$ cat config.mk
export PLATFORM = sky130hd
export DESIGN_NAME = cascaded_event_pwm_counter
export DESIGN_NICKNAME = d
export VERILOG_FILES = /design/src/core/counter_pkg.sv /design/src/core/fall_edge_detect.sv /design/src/core/clock_prescaler.sv /design/src/core/cascaded_event_pwm_counter.sv
export VERILOG_INCLUDE_DIRS = /design/src /design/src/core
export SDC_FILE = /design/constraint.sdc
export NUM_CORES = 1
export LEC_CHECK = 0
export BUFFER_PORTS_ARGS = -buffer_cell sky130_fd_sc_hd__buf_2
export CORE_AREA = 2 2 112 114
export CTS_CLUSTER_DIAMETER = 50
export CTS_CLUSTER_SIZE = 28
export DETAILED_ROUTE_END_ITERATION = 7
export DIE_AREA = 0 0 114 116
export GPL_TIMING_DRIVEN = 0
export PLACE_DENSITY = 0.82
export REMOVE_ABC_BUFFERS = 1
export SYNTH_ARGS = -nofsm -noshare
export SYNTH_HDL_FRONTEND = slang
export SYNTH_SLANG_ARGS = --single-unit
$ cat constraint.sdc
create_clock -name hclk -period 3.2 [get_ports hclk]
set_input_delay 0 -clock hclk [delete_from_list [all_inputs] [get_ports hclk]]
set_output_delay 0 -clock hclk [all_outputs]
set_load 0.05 [all_outputs]
$ cat src/core/counter_defs.svh
// register offsets, field positions, reset values and divider settings of the cascaded counter
`ifndef COUNTER_DEFS_SVH
`define COUNTER_DEFS_SVH

// ---------------------------------------------------------------
// register byte offsets
// ---------------------------------------------------------------
`define OFS_CTRL        8'h00
`define OFS_CMP_LOW     8'h04
`define OFS_CMP_HIGH    8'h08
`define OFS_DUTY_LOW    8'h0c
`define OFS_DUTY_HIGH   8'h10
`define OFS_STATUS      8'h14

// ---------------------------------------------------------------
// control field positions and reset values
// ---------------------------------------------------------------
`define CTRL_RUN        0
`define CTRL_PWM        1
`define CTRL_INIT       2
`define CTRL_SRC_LO     4
`define CTRL_SRC_HI     6
`define STATUS_FLOP     16
`define CTRL_RESET      6'h00
`define BYTE_ZERO       8'h00
`define WORD16_ZERO     16'h0000
`define WORD16_ONE      16'h0001
`define WORD16_FULL     16'hffff
`define RDATA_ZERO      32'h0000_0000

// ---------------------------------------------------------------
// source select codes and prescaler masks
// ---------------------------------------------------------------
`define SRC_EXTERNAL    3'h0
`define DIV_WIDTH       11
`define MASK_DIV1       11'h000
`define MASK_DIV2       11'h001
`define MASK_DIV8       11'h007
`define MASK_DIV32      11'h01f
`define MASK_DIV128     11'h07f
`define MASK_DIV2048    11'h7ff

`endif

$ cat src/core/counter_pkg.sv
// types shared by the cascaded event and pwm counter
package counter_pkg;

	// ---------------------------------------------------------------
	// bus address phase as captured for the data phase
	// ---------------------------------------------------------------
	typedef struct packed {
		logic [7:0] addr;
		logic       write;
		logic       active;
	} bus_phase_type;

	// ---------------------------------------------------------------
	// control register fields
	// ---------------------------------------------------------------
	typedef struct packed {
		logic [2:0] src;
		logic       init_level;
		logic       pwm_mode;
		logic       run;
	} ctrl_type;

	typedef enum logic [1:0] {
		mode_event = 2'b01,
		mode_pwm   = 2'b10
	} count_mode_type;

endpackage : counter_pkg

$ cat src/core/fall_edge_detect.sv
// one-cycle pulse on each falling edge of the event input pin
`timescale 1ns/1ps
module fall_edge_detect (
	input  wire logic hclk,
	input  wire logic hresetn,
	input  wire logic level,
	output logic      fall_pulse
);
	logic prev;
	logic next_pulse;

	// the pin is taken as synchronous; a level shorter than one cycle may be missed
	always_comb begin
		next_pulse = prev & ~level;
	end

	always_ff @(posedge hclk or negedge hresetn) begin
		if (!hresetn) begin
			prev       <= 1'b1;
			fall_pulse <= 1'b0;
		end else begin
			prev       <= level;
			fall_pulse <= next_pulse;
		end
	end
endmodule : fall_edge_detect

$ cat src/core/clock_prescaler.sv
// free-running divider giving one tick per selected internal clock period
`include "counter_defs.svh"
`timescale 1ns/1ps
module clock_prescaler #(
	parameter int DIV_BITS = `DIV_WIDTH
) (
	input  wire logic       hclk,
	input  wire logic       hresetn,
	input  wire logic [2:0] src,
	output logic            tick
);
	logic [DIV_BITS-1:0] div;
	logic [DIV_BITS-1:0] next_div;
	logic                next_tick;

	function automatic logic [DIV_BITS-1:0] src_mask(input logic [2:0] sel);
		case (sel)
			3'h1:    src_mask = DIV_BITS'(`MASK_DIV1);
			3'h2:    src_mask = DIV_BITS'(`MASK_DIV2);
			3'h3:    src_mask = DIV_BITS'(`MASK_DIV8);
			3'h4:    src_mask = DIV_BITS'(`MASK_DIV32);
			3'h5:    src_mask = DIV_BITS'(`MASK_DIV128);
			default: src_mask = DIV_BITS'(`MASK_DIV2048);
		endcase
	endfunction : src_mask

	always_comb begin
		next_div  = div + DIV_BITS'(1);
		next_tick = (src != `SRC_EXTERNAL) && ((div & src_mask(src)) == src_mask(src));
	end

	always_ff @(posedge hclk or negedge hresetn) begin
		if (!hresetn) begin
			div  <= '0;
			tick <= 1'b0;
		end else begin
			div  <= next_div;
			tick <= next_tick;
		end
	end
endmodule : clock_prescaler

$ cat src/core/cascaded_event_pwm_counter.sv
// cascaded 16-bit event counter and pwm generator behind an ahb-lite register slave
//
// The AHB-Lite register port and the register offsets were left to the implementer.
`include "counter_defs.svh"
`timescale 1ns/1ps

module cascaded_event_pwm_counter (
	input  wire logic        hclk,
	input  wire logic        hresetn,
	input  wire logic        hsel,
	input  wire logic [31:0] haddr,
	input  wire logic [1:0]  htrans,
	input  wire logic        hwrite,
	input  wire logic [2:0]  hsize,
	input  wire logic [31:0] hwdata,
	input  wire logic        hready,
	output logic             hreadyout,
	output logic             hresp,
	output logic [31:0]      hrdata,
	input  wire logic        event_input_pin,
	output logic             pwm_output_pin,
	output logic             upper_counter_irq
);
	import counter_pkg::*;

	// ---------------------------------------------------------------
	// state
	// ---------------------------------------------------------------
	bus_phase_type  phase;
	bus_phase_type  next_phase;
	ctrl_type       ctrl;
	ctrl_type       next_ctrl;
	ctrl_type       wr_ctrl;
	logic [15:0]    compare;
	logic [15:0]    next_compare;
	logic [15:0]    duty;
	logic [15:0]    next_duty;
	logic [15:0]    shadow;
	logic [15:0]    next_shadow;
	logic [7:0]     count_low;
	logic [7:0]     count_high;
	logic [7:0]     next_count_low;
	logic [7:0]     next_count_high;
	logic           output_toggle_flop;
	logic           next_flop;
	logic           next_pin;
	logic           next_irq;
	logic [31:0]    next_rdata;
	logic [16:0]    stepped;
	logic [15:0]    count;
	logic           fall_pulse;
	logic           prescale_tick;
	logic           pwm_tick;
	logic           bus_write;
	logic           ctrl_write;
	count_mode_type mode;

	assign count     = {count_high, count_low};
	assign mode      = ctrl.pwm_mode ? mode_pwm : mode_event;
	assign bus_write = phase.active && phase.write;
	assign ctrl_write = bus_write && (phase.addr == `OFS_CTRL);
	assign wr_ctrl   = ctrl_type'({hwdata[`CTRL_SRC_HI:`CTRL_SRC_LO], hwdata[`CTRL_INIT:`CTRL_RUN]});
	assign hreadyout = 1'b1;
	assign hresp     = 1'b0;

	// ---------------------------------------------------------------
	// event edge and internal clock sources
	// ---------------------------------------------------------------
	fall_edge_detect edge_det (
		.hclk       (hclk),
		.hresetn    (hresetn),
		.level      (event_input_pin),
		.fall_pulse (fall_pulse)
	);

	clock_prescaler prescaler (
		.hclk    (hclk),
		.hresetn (hresetn),
		.src     (ctrl.src),
		.tick    (prescale_tick)
	);

	assign pwm_tick = (ctrl.src == `SRC_EXTERNAL) ? fall_pulse : prescale_tick;

	// ---------------------------------------------------------------
	// helpers
	// ---------------------------------------------------------------
	// two 8-bit counters: the low byte carry steps the high byte
	function automatic logic [16:0] cascade_step(input logic [7:0] lo, input logic [7:0] hi);
		logic [8:0] lo_sum;
		logic [8:0] hi_sum;
		lo_sum = {1'b0, lo} + 9'h001;
		hi_sum = {1'b0, hi} + {8'h00, lo_sum[8]};
		cascade_step = {hi_sum[8], hi_sum[7:0], lo_sum[7:0]};
	endfunction : cascade_step

	function automatic logic [31:0] read_mux(input logic [7:0] addr);
		read_mux = `RDATA_ZERO;
		if (addr == `OFS_CTRL) begin
			read_mux = {25'h0, ctrl.src, 1'b0, ctrl.init_level, ctrl.pwm_mode, ctrl.run};
		end else if (addr == `OFS_CMP_LOW) begin
			read_mux = {24'h0, compare[7:0]};
		end else if (addr == `OFS_CMP_HIGH) begin
			read_mux = {24'h0, compare[15:8]};
		end else if (addr == `OFS_DUTY_LOW) begin
			read_mux = {24'h0, duty[7:0]};
		end else if (addr == `OFS_DUTY_HIGH) begin
			read_mux = {24'h0, duty[15:8]};
		end else if (addr == `OFS_STATUS) begin
			read_mux = {15'h0, output_toggle_flop, count};
		end
	endfunction : read_mux

	// ---------------------------------------------------------------
	// next state
	// ---------------------------------------------------------------
	always_comb begin
		next_phase      = '{addr: haddr[7:0], write: hwrite, active: hsel && htrans[1] && hready};
		next_rdata      = hrdata;
		next_ctrl       = ctrl;
		next_compare    = compare;
		next_duty       = duty;
		next_shadow     = shadow;
		next_count_low  = count_low;
		next_count_high = count_high;
		next_flop       = output_toggle_flop;
		next_irq        = 1'b0;
		stepped         = cascade_step(count_low, count_high);
		if (next_phase.active && !hwrite) begin
			next_rdata = read_mux(haddr[7:0]);
		end
		// counting engine
		if (ctrl.run) begin
			case (mode)
				mode_event: begin
					if (count == compare) begin
						next_irq        = 1'b1;
						next_count_low  = `BYTE_ZERO;
						next_count_high = `BYTE_ZERO;
					end else if (fall_pulse) begin
						{next_count_high, next_count_low} = stepped[15:0];
					end
				end
				mode_pwm: begin
					if (pwm_tick && stepped[16]) begin
						next_flop       = ~output_toggle_flop;
						next_irq        = 1'b1;
						next_count_low  = `BYTE_ZERO;
						next_count_high = `BYTE_ZERO;
						next_duty       = shadow;
					end else if (pwm_tick) begin
						{next_count_high, next_count_low} = stepped[15:0];
						if (stepped[15:0] == duty) begin
							next_flop = ~output_toggle_flop;
						end
					end
				end
				default: begin
					next_irq = 1'b0;
				end
			endcase
		end
		// register writes, in the data phase
		if (ctrl_write) begin
			next_ctrl = wr_ctrl;
			// a stop write leaves the flop alone; only a write made while stopped loads it
			if (!ctrl.run) begin
				next_flop = wr_ctrl.init_level;
			end
		end else if (bus_write && (phase.addr == `OFS_CMP_LOW)) begin
			next_compare[7:0] = hwdata[7:0];
		end else if (bus_write && (phase.addr == `OFS_CMP_HIGH)) begin
			next_compare[15:8] = hwdata[7:0];
		end else if (bus_write && (phase.addr == `OFS_DUTY_LOW)) begin
			next_shadow[7:0] = hwdata[7:0];
		end else if (bus_write && (phase.addr == `OFS_DUTY_HIGH)) begin
			next_shadow[15:8] = hwdata[7:0];
		end
		// a stopped or event-mode counter takes duty straight from the shadow
		if (!(ctrl.run && ctrl.pwm_mode) && bus_write &&
				((phase.addr == `OFS_DUTY_LOW) || (phase.addr == `OFS_DUTY_HIGH))) begin
			next_duty = next_shadow;
		end
		next_pin = ~next_flop;
	end

	always_ff @(posedge hclk or negedge hresetn) begin
		if (!hresetn) begin
			phase              <= '0;
			hrdata             <= `RDATA_ZERO;
			ctrl               <= ctrl_type'(`CTRL_RESET);
			compare            <= `WORD16_ZERO;
			duty               <= `WORD16_ZERO;
			shadow             <= `WORD16_ZERO;
			count_low          <= `BYTE_ZERO;
			count_high         <= `BYTE_ZERO;
			output_toggle_flop <= 1'b0;
			pwm_output_pin     <= 1'b1;
			upper_counter_irq  <= 1'b0;
		end else begin
			phase              <= next_phase;
			hrdata             <= next_rdata;
			ctrl               <= next_ctrl;
			compare            <= next_compare;
			duty               <= next_duty;
			shadow             <= next_shadow;
			count_low          <= next_count_low;
			count_high         <= next_count_high;
			output_toggle_flop <= next_flop;
			pwm_output_pin     <= next_pin;
			upper_counter_irq  <= next_irq;
		end
	end

	logic [15:0] count_plus;
	assign count_plus = count + `WORD16_ONE;
endmodule : cascaded_event_pwm_counter

Word level (Yosys, flattened, before mapping)
Index checks and enable logic that the tools add are counted.
{"block": "word_totals", "latchBits": 0, "mem_bits_ro": 0, "memories": 0, "mem_bits_rw": 0, "reg_bits": 129, "elab_cells": 121}
{"block": "classes", "n_mul": 0, "shifts": 0, "mux": 40, "reduce_logical": 29, "eq_ne": 21, "magnitude_cmp": 0, "addsub": 3, "bitwise_logic": 7, "n_div": 0}
{"cell": "$mux W16", "count": 7}
{"cell": "$mux W17", "count": 6}
{"cell": "$mux W8", "count": 11}
{"cell": "$pmux W11 S5", "count": 1}
{"cell": "$eq A16 B16 Y1", "count": 2}
{"cell": "$eq A8 B4 Y1 const B", "count": 4}
{"cell": "$pmux W8 S2", "count": 2}
{"cell": "$eq A8 B5 Y1 const B", "count": 3}
{"cell": "$eq A8 B3 Y1 const B", "count": 2}
{"cell": "$logic_not A8 Y1", "count": 2}
{"cell": "$logic_and A1 B1 Y1", "count": 14}
{"cell": "$add A11 B1 Y11 const B", "count": 1}
{"cell": "$and A11 B11 Y11", "count": 1}
{"cell": "$eq A11 B11 Y1", "count": 1}
{"cell": "$mux W1", "count": 11}
{"cell": "$add A8 B1 Y9", "count": 1}
{"cell": "$add A8 B1 Y9 const B", "count": 1}
{"cell": "$reduce_bool A2 Y1", "count": 4}
{"cell": "$eq A3 B2 Y1 const B", "count": 2}
{"cell": "$eq A3 B3 Y1 const B", "count": 2}
{"cell": "$reduce_and A3 Y1", "count": 2}
{"cell": "$not A1 Y1", "count": 5}
{"cell": "$reduce_and A4 Y1", "count": 1}
{"cell": "$eq A3 B1 Y1 const B", "count": 1}
{"cell": "12 further kinds", "count": 13}

Longest topological paths before layout
{"block": "depth", "depth_word": 11, "mapped_depth": 12, "mapped_depth_nobuf": 11}

Cells and area by module
Synthesis repeated with hierarchy kept, for this count alone.
{"block": "hier_totals", "cells_unflattened": 574, "hier_area_um2": 6007.0}
{"module": "cascaded_event_pwm_counter", "n_inst": 1, "area_per_inst_um2": 5346.4, "cells_per_inst": 518, "seq_area_each_um2": 2503.7}
{"module": "clock_prescaler", "n_inst": 1, "area_per_inst_um2": 595.6, "cells_per_inst": 53, "seq_area_each_um2": 300.3}
{"module": "fall_edge_detect", "n_inst": 1, "area_per_inst_um2": 65.1, "cells_per_inst": 3, "seq_area_each_um2": 51.3}

Least setup slack after synthesis
Ideal clock, no wire load.
{"block": "synth_timing", "path_type": "reg2reg", "start": "register count_low[4]", "end": "register count_high[4]", "n_path_buf": 2, "path_stages_with_launch": 13, "setup_ps": 139, "arrival_ps": 2506, "slack_ps": 555, "path_cell_list": "dfrtp_1 clkbuf_1 nand4_1 nor2_1 ha_1 ha_1 nand3_1 nor3_1 and3_1 a211oi_2 clkbuf_1 a41oi_1 a31oi_1"}
{"block": "synth_between", "elab_chain_len": 5}
{"element": "from (decl)", "line": "cascaded_event_pwm_counter.sv:40", "text": "logic [7:0] count_low;"}
{"element": "from (signal assigned)", "line": "cascaded_event_pwm_counter.sv:195", "text": "count_low <= `BYTE_ZERO;"}
{"element": "from (signal assigned)", "line": "cascaded_event_pwm_counter.sv:207", "text": "count_low <= next_count_low;"}
{"element": "$add A8 B1 Y9", "line": "cascaded_event_pwm_counter.sv:92", "text": "lo_sum = {1'b0, lo} + 9'h001;"}
{"element": "$add A8 B1 Y9", "line": "cascaded_event_pwm_counter.sv:93", "text": "hi_sum = {1'b0, hi} + {8'h00, lo_sum[8]};"}
{"element": "$mux W8 (tied with other cells)", "line": "cascaded_event_pwm_counter.sv:151", "text": "end else if (pwm_tick) begin"}
{"element": "$mux W8 (tied with other cells)", "line": "cascaded_event_pwm_counter.sv:145", "text": "if (pwm_tick && stepped[16]) begin"}
{"element": "$pmux W8 S2 / $reduce_and A4 Y1 (equally long branches)"}
{"element": "to (signal assigned)", "line": "cascaded_event_pwm_counter.sv:196", "text": "count_high <= `BYTE_ZERO;"}
{"element": "to (signal assigned)", "line": "cascaded_event_pwm_counter.sv:208", "text": "count_high <= next_count_high;"}
{"element": "to (decl)", "line": "cascaded_event_pwm_counter.sv:41", "text": "logic [7:0] count_high;"}
Parallel ways exist; a longest one is shown, timed or not. The select of a mux whose other input is x is not followed.
A chain may end at the register's enable or synchronous reset.

Worst setup path after layout
{"block": "layout_timing", "start": "register count_low[0]", "end": "register count_low[4]"}
{"block": "layout_between", "elab_chain_len": 5}
{"element": "$add A8 B1 Y9", "line": "cascaded_event_pwm_counter.sv:92"}
{"element": "$add A8 B1 Y9", "line": "cascaded_event_pwm_counter.sv:93"}
{"element": "$logic_and A1 B1 Y1", "line": "cascaded_event_pwm_counter.sv:145"}
{"element": "$ne A3 B3 Y1 (no line) / $mux W8 (equally long branches)"}
{"element": "$reduce_and A4 Y1 (no line) / $pmux W8 S2 (equally long branches)"}
Parallel ways exist; a longest one is shown, timed or not. The select of a mux whose other input is x is not followed.

==> impl_metrics.tcl <==
set metrics [dict create \
    status "finished, final reports clean" \
    use_met3 0.05596 \
    ys_async_sr_fraction 1.000 \
    drive_gt1_frac 0.2173 \
    crit_path_frequent_cell "ha_1" \
    grt_pass1_wl_um 23870 \
    leakage_nw 3.212 \
    avgViaCountPerCell 5.986 \
    startpoint_type "flop" \
    drt-total-wl_um 15110 \
    critPathMaxStageDelay_ps 470 \
    start_util 0.4910 \
    setup.worst_path.class "reg -> reg" \
    syn_area_um2 5848 \
    final_util 0.5882 \
    cp-startpoint "count_low[0]" \
    final_cell_area_um2 7007 \
    finalSetupViolCount 0 \
    powerDensity_nw_per_um2 542.1 \
    hold_violations 0 \
    grt_busiest_layer "met2" \
    h-tree-depth 4 \
    vias 4627 \
    avgSynthCellArea_um2 10.50 \
    hp-class "in -> async" \
    antenna_found_initial 0 \
    firstDrtPassIters 5 \
    wire_per_inst_um 19.54 \
    cp-end-kind "flop" \
    post-dp-hpwl_um 10020 \
    path_max_fanout 12 \
    fmax_ghz 0.3287 \
    ioPinCount 111 \
    mostFrequentLayoutCells "dfrtp_1 (108), nor2_1 (43), mux2_2 (41), nand2_1 (40), buf_2 (40)" \
    die_x_um 114 \
    min_period_over_period 0.9507 \
    die_area_um2 13220 \
    ant_nets 0 \
    seq_area_frac_synth 0.4882 \
    drt_iter0_drc 416 \
    maxCapViolCount 0 \
    core_area_um2 11910 \
    clock_latency_ps 420 \
    crit_end "count_low[4]" \
    peakVddDrop_mv 0.3936 \
    worst_pin_slew_ps 1215 \
    diodes 0 \
    syn_inst 557 \
    maxSlewHeadroom 0.1864 \
    synth.distinct_cells 54 \
    clkTransAtPathRegs_ps 50 \
    synth_edf_count 0 \
    rows 40 \
    portBuffers 41 \
    finClkSkew_ps 7.997 \
    grtUsageMet1 0.2946 \
    fin_crit_ps 3042 \
    die_y_um 116 \
    reg2regPathDepth 11 \
    place_area_um2 6097 \
    rsz0062_at_grt "false" \
    grt_pass1_vias 4513 \
    place_congestion 0.9435 \
    ff2ff_setup_slack_ps 160 \
    area_delta_synth_final_pct 19.81 \
    grt_overflow_total 0 \
    nets 693 \
    cts.sink_count 114 \
    crit_arrival_ps 3340 \
    synth.ff_latch_count 114 \
    use_met2 0.4127 \
    synthFlopType "dfrtp_1" \
    timing.final.max_slew_violations 0 \
    synth_warnings 0 \
    root_buffer "clkbuf_16" \
    cts_buffers 17 \
    cpMaxStageDelayCell "dfrtp_2" \
    final_common_cell "dfrtp_1" \
    path_cells "ha_1 -> nand3_1 -> nor2_1 -> ha_1 -> ha_1 -> nand3_1 -> nor3_2 -> and3_2 -> a211oi_4 -> nor3b_1 -> a211o_1" \
    clock_path_buffers 2 \
    drc 0 \
    worstReg2RegEnd "count_low[4]" \
    cts_tree "yes" \
    r2r_start "count_low[0]" \
    grt_max_degree 70 \
    grt_usage 0.2411 \
    worstPathRequired_ps 3500 \
]
==> report_power, final <==
group	switching, mW	leakage (nW)	internal (mW)
Clock	0.689	0.317	1.40
Sequential	0.0252	1.45	1.47
Combinational	0.146	1.45	0.0685
Total	0.860	3.21	2.94
==> registers in the layout, indices dropped and copies added, names as in the netlist <==
name                 flops
prescaler.div           11
compare                 16
shadow                  16
pwm_output_pin           1
duty                    16
ctrl                     6
upper_counter_irq        1
hrdata                  17
count_high               8
output_toggle_flop       1
edge_det.fall_pulse      1
count_low                8
phase                   10
prescaler.tick           1
edge_det.prev            1
==> Yosys cell counts (all sizes together) (2+ instances only) <==
cell type / n / share of area
a22oi: 2 / 0.0026
a41oi: 2 / 0.0030
a31oi: 12 / 0.013
inv: 8 / 0.0051
o211ai: 2 / 0.0026
dfrtp: 112 / 0.48
nand3: 15 / 0.013
nand2: 42 / 0.027
nor3b: 8 / 0.014
mux4: 2 / 0.0077
nand2b: 4 / 0.0043
mux2i: 19 / 0.033
nor4b: 3 / 0.0056
and2: 3 / 0.0032
and3: 6 / 0.0064
mux2: 41 / 0.079
dfstp: 2 / 0.0090
xnor2: 31 / 0.046
o21a: 4 / 0.0051
a211oi: 3 / 0.0047
nor3: 11 / 0.010
clkbuf: 23 / 0.015
nor2: 44 / 0.031
nand3b: 2 / 0.0026
a221o: 2 / 0.0034
ha: 5 / 0.011
o21ai: 30 / 0.026
nor4: 5 / 0.0053
o31ai: 3 / 0.0039
buf: 20 / 0.024
or3: 6 / 0.0064
xor2: 13 / 0.019
or4: 3 / 0.0045
nand4: 7 / 0.0075
a221oi: 2 / 0.0030
nor2b: 4 / 0.0043
a22o: 13 / 0.019
a21oi: 35 / 0.030
conb: 2 / 0.0013
==> cells by family after synthesis <==
family | Yosys count | share of synthesized area
other cells | 2 | 0.001284
fa+ha+maj | 5 | 0.01070
compound gates | 115 | 0.1239
flops | 114 | 0.4882
simple gates | 164 | 0.1470
xor+xnor | 44 | 0.06590
mux | 62 | 0.1192
buf+inv | 51 | 0.04386
==> critical path: cells and delay by family, from the launching register on <==
family,cells,cell delay [ps]
AO/OA/AOI/OAI,2,390
adder cells (fa/ha/maj),3,800
flip-flops,1,470
AND/OR/NAND/NOR,6,1260
==> cell type report <==
cell class	count	area (um^2)
clock buffers	19	442.9
inverters	8	30.03
clock inverters	13	207.7
fillers	941	4905
well taps	147	183.9
flip-flops and latches	114	2860
multi-input cells	408	2829
repair buffers	64	452.9
==> repair_timing <==
| item | CTS | global route |
|---|---|---|
| setup endpoints to repair | 33 | 30 |
| gates cloned | 1 | 0 |
| hold buffers | 21 | 0 |
| buffers inserted | 1 | 0 |
| resized for setup | 2 | 7 |
| hold endpoints to repair | 102 | 0 |
| pin swaps | 2 | 0 |
==> per-layer routing <==
metal	routed length [um]	share of wire
met2	7493	0.50
met4	438	0.029
met1	6039	0.40
met5	0	0
met3	1134	0.075
==> worst min-delay path by stage <==
stage / from / endpoint / cells after the start
after floorplan: hresetn / compare[0] / 0
after global placement: hwrite / phase[1] / 1
after detailed placement: hresetn / hrdata[10] / 1
after CTS: hresetn / hrdata[10] / 2
after global routing: hresetn / hrdata[10] / 2
final: hresetn / hrdata[10] / 2
==> per-stage QoR <==
step / power [mW] / setup slack [ps] / std cells / setup TNS [ps] / hold WS [ps]
2_1_floorplan: 1.619 / 312.8 / 529 / 0 / -295.6
5_1_grt: 3.898 / 2.395 / 773 / 0 / 206.2
3_5_place_dp: 1.709 / -642.0 / 718 / -9771 / 48.90
3_3_place_gp: 1.697 / -464.7 / 717 / -6623 / 116.2
4_1_cts: 3.805 / 51.91 / 773 / 0 / 158.4
6_report: 3.799 / 157.9 / 773 / 0 / 134.0
(Power assumes the default switching activity.)
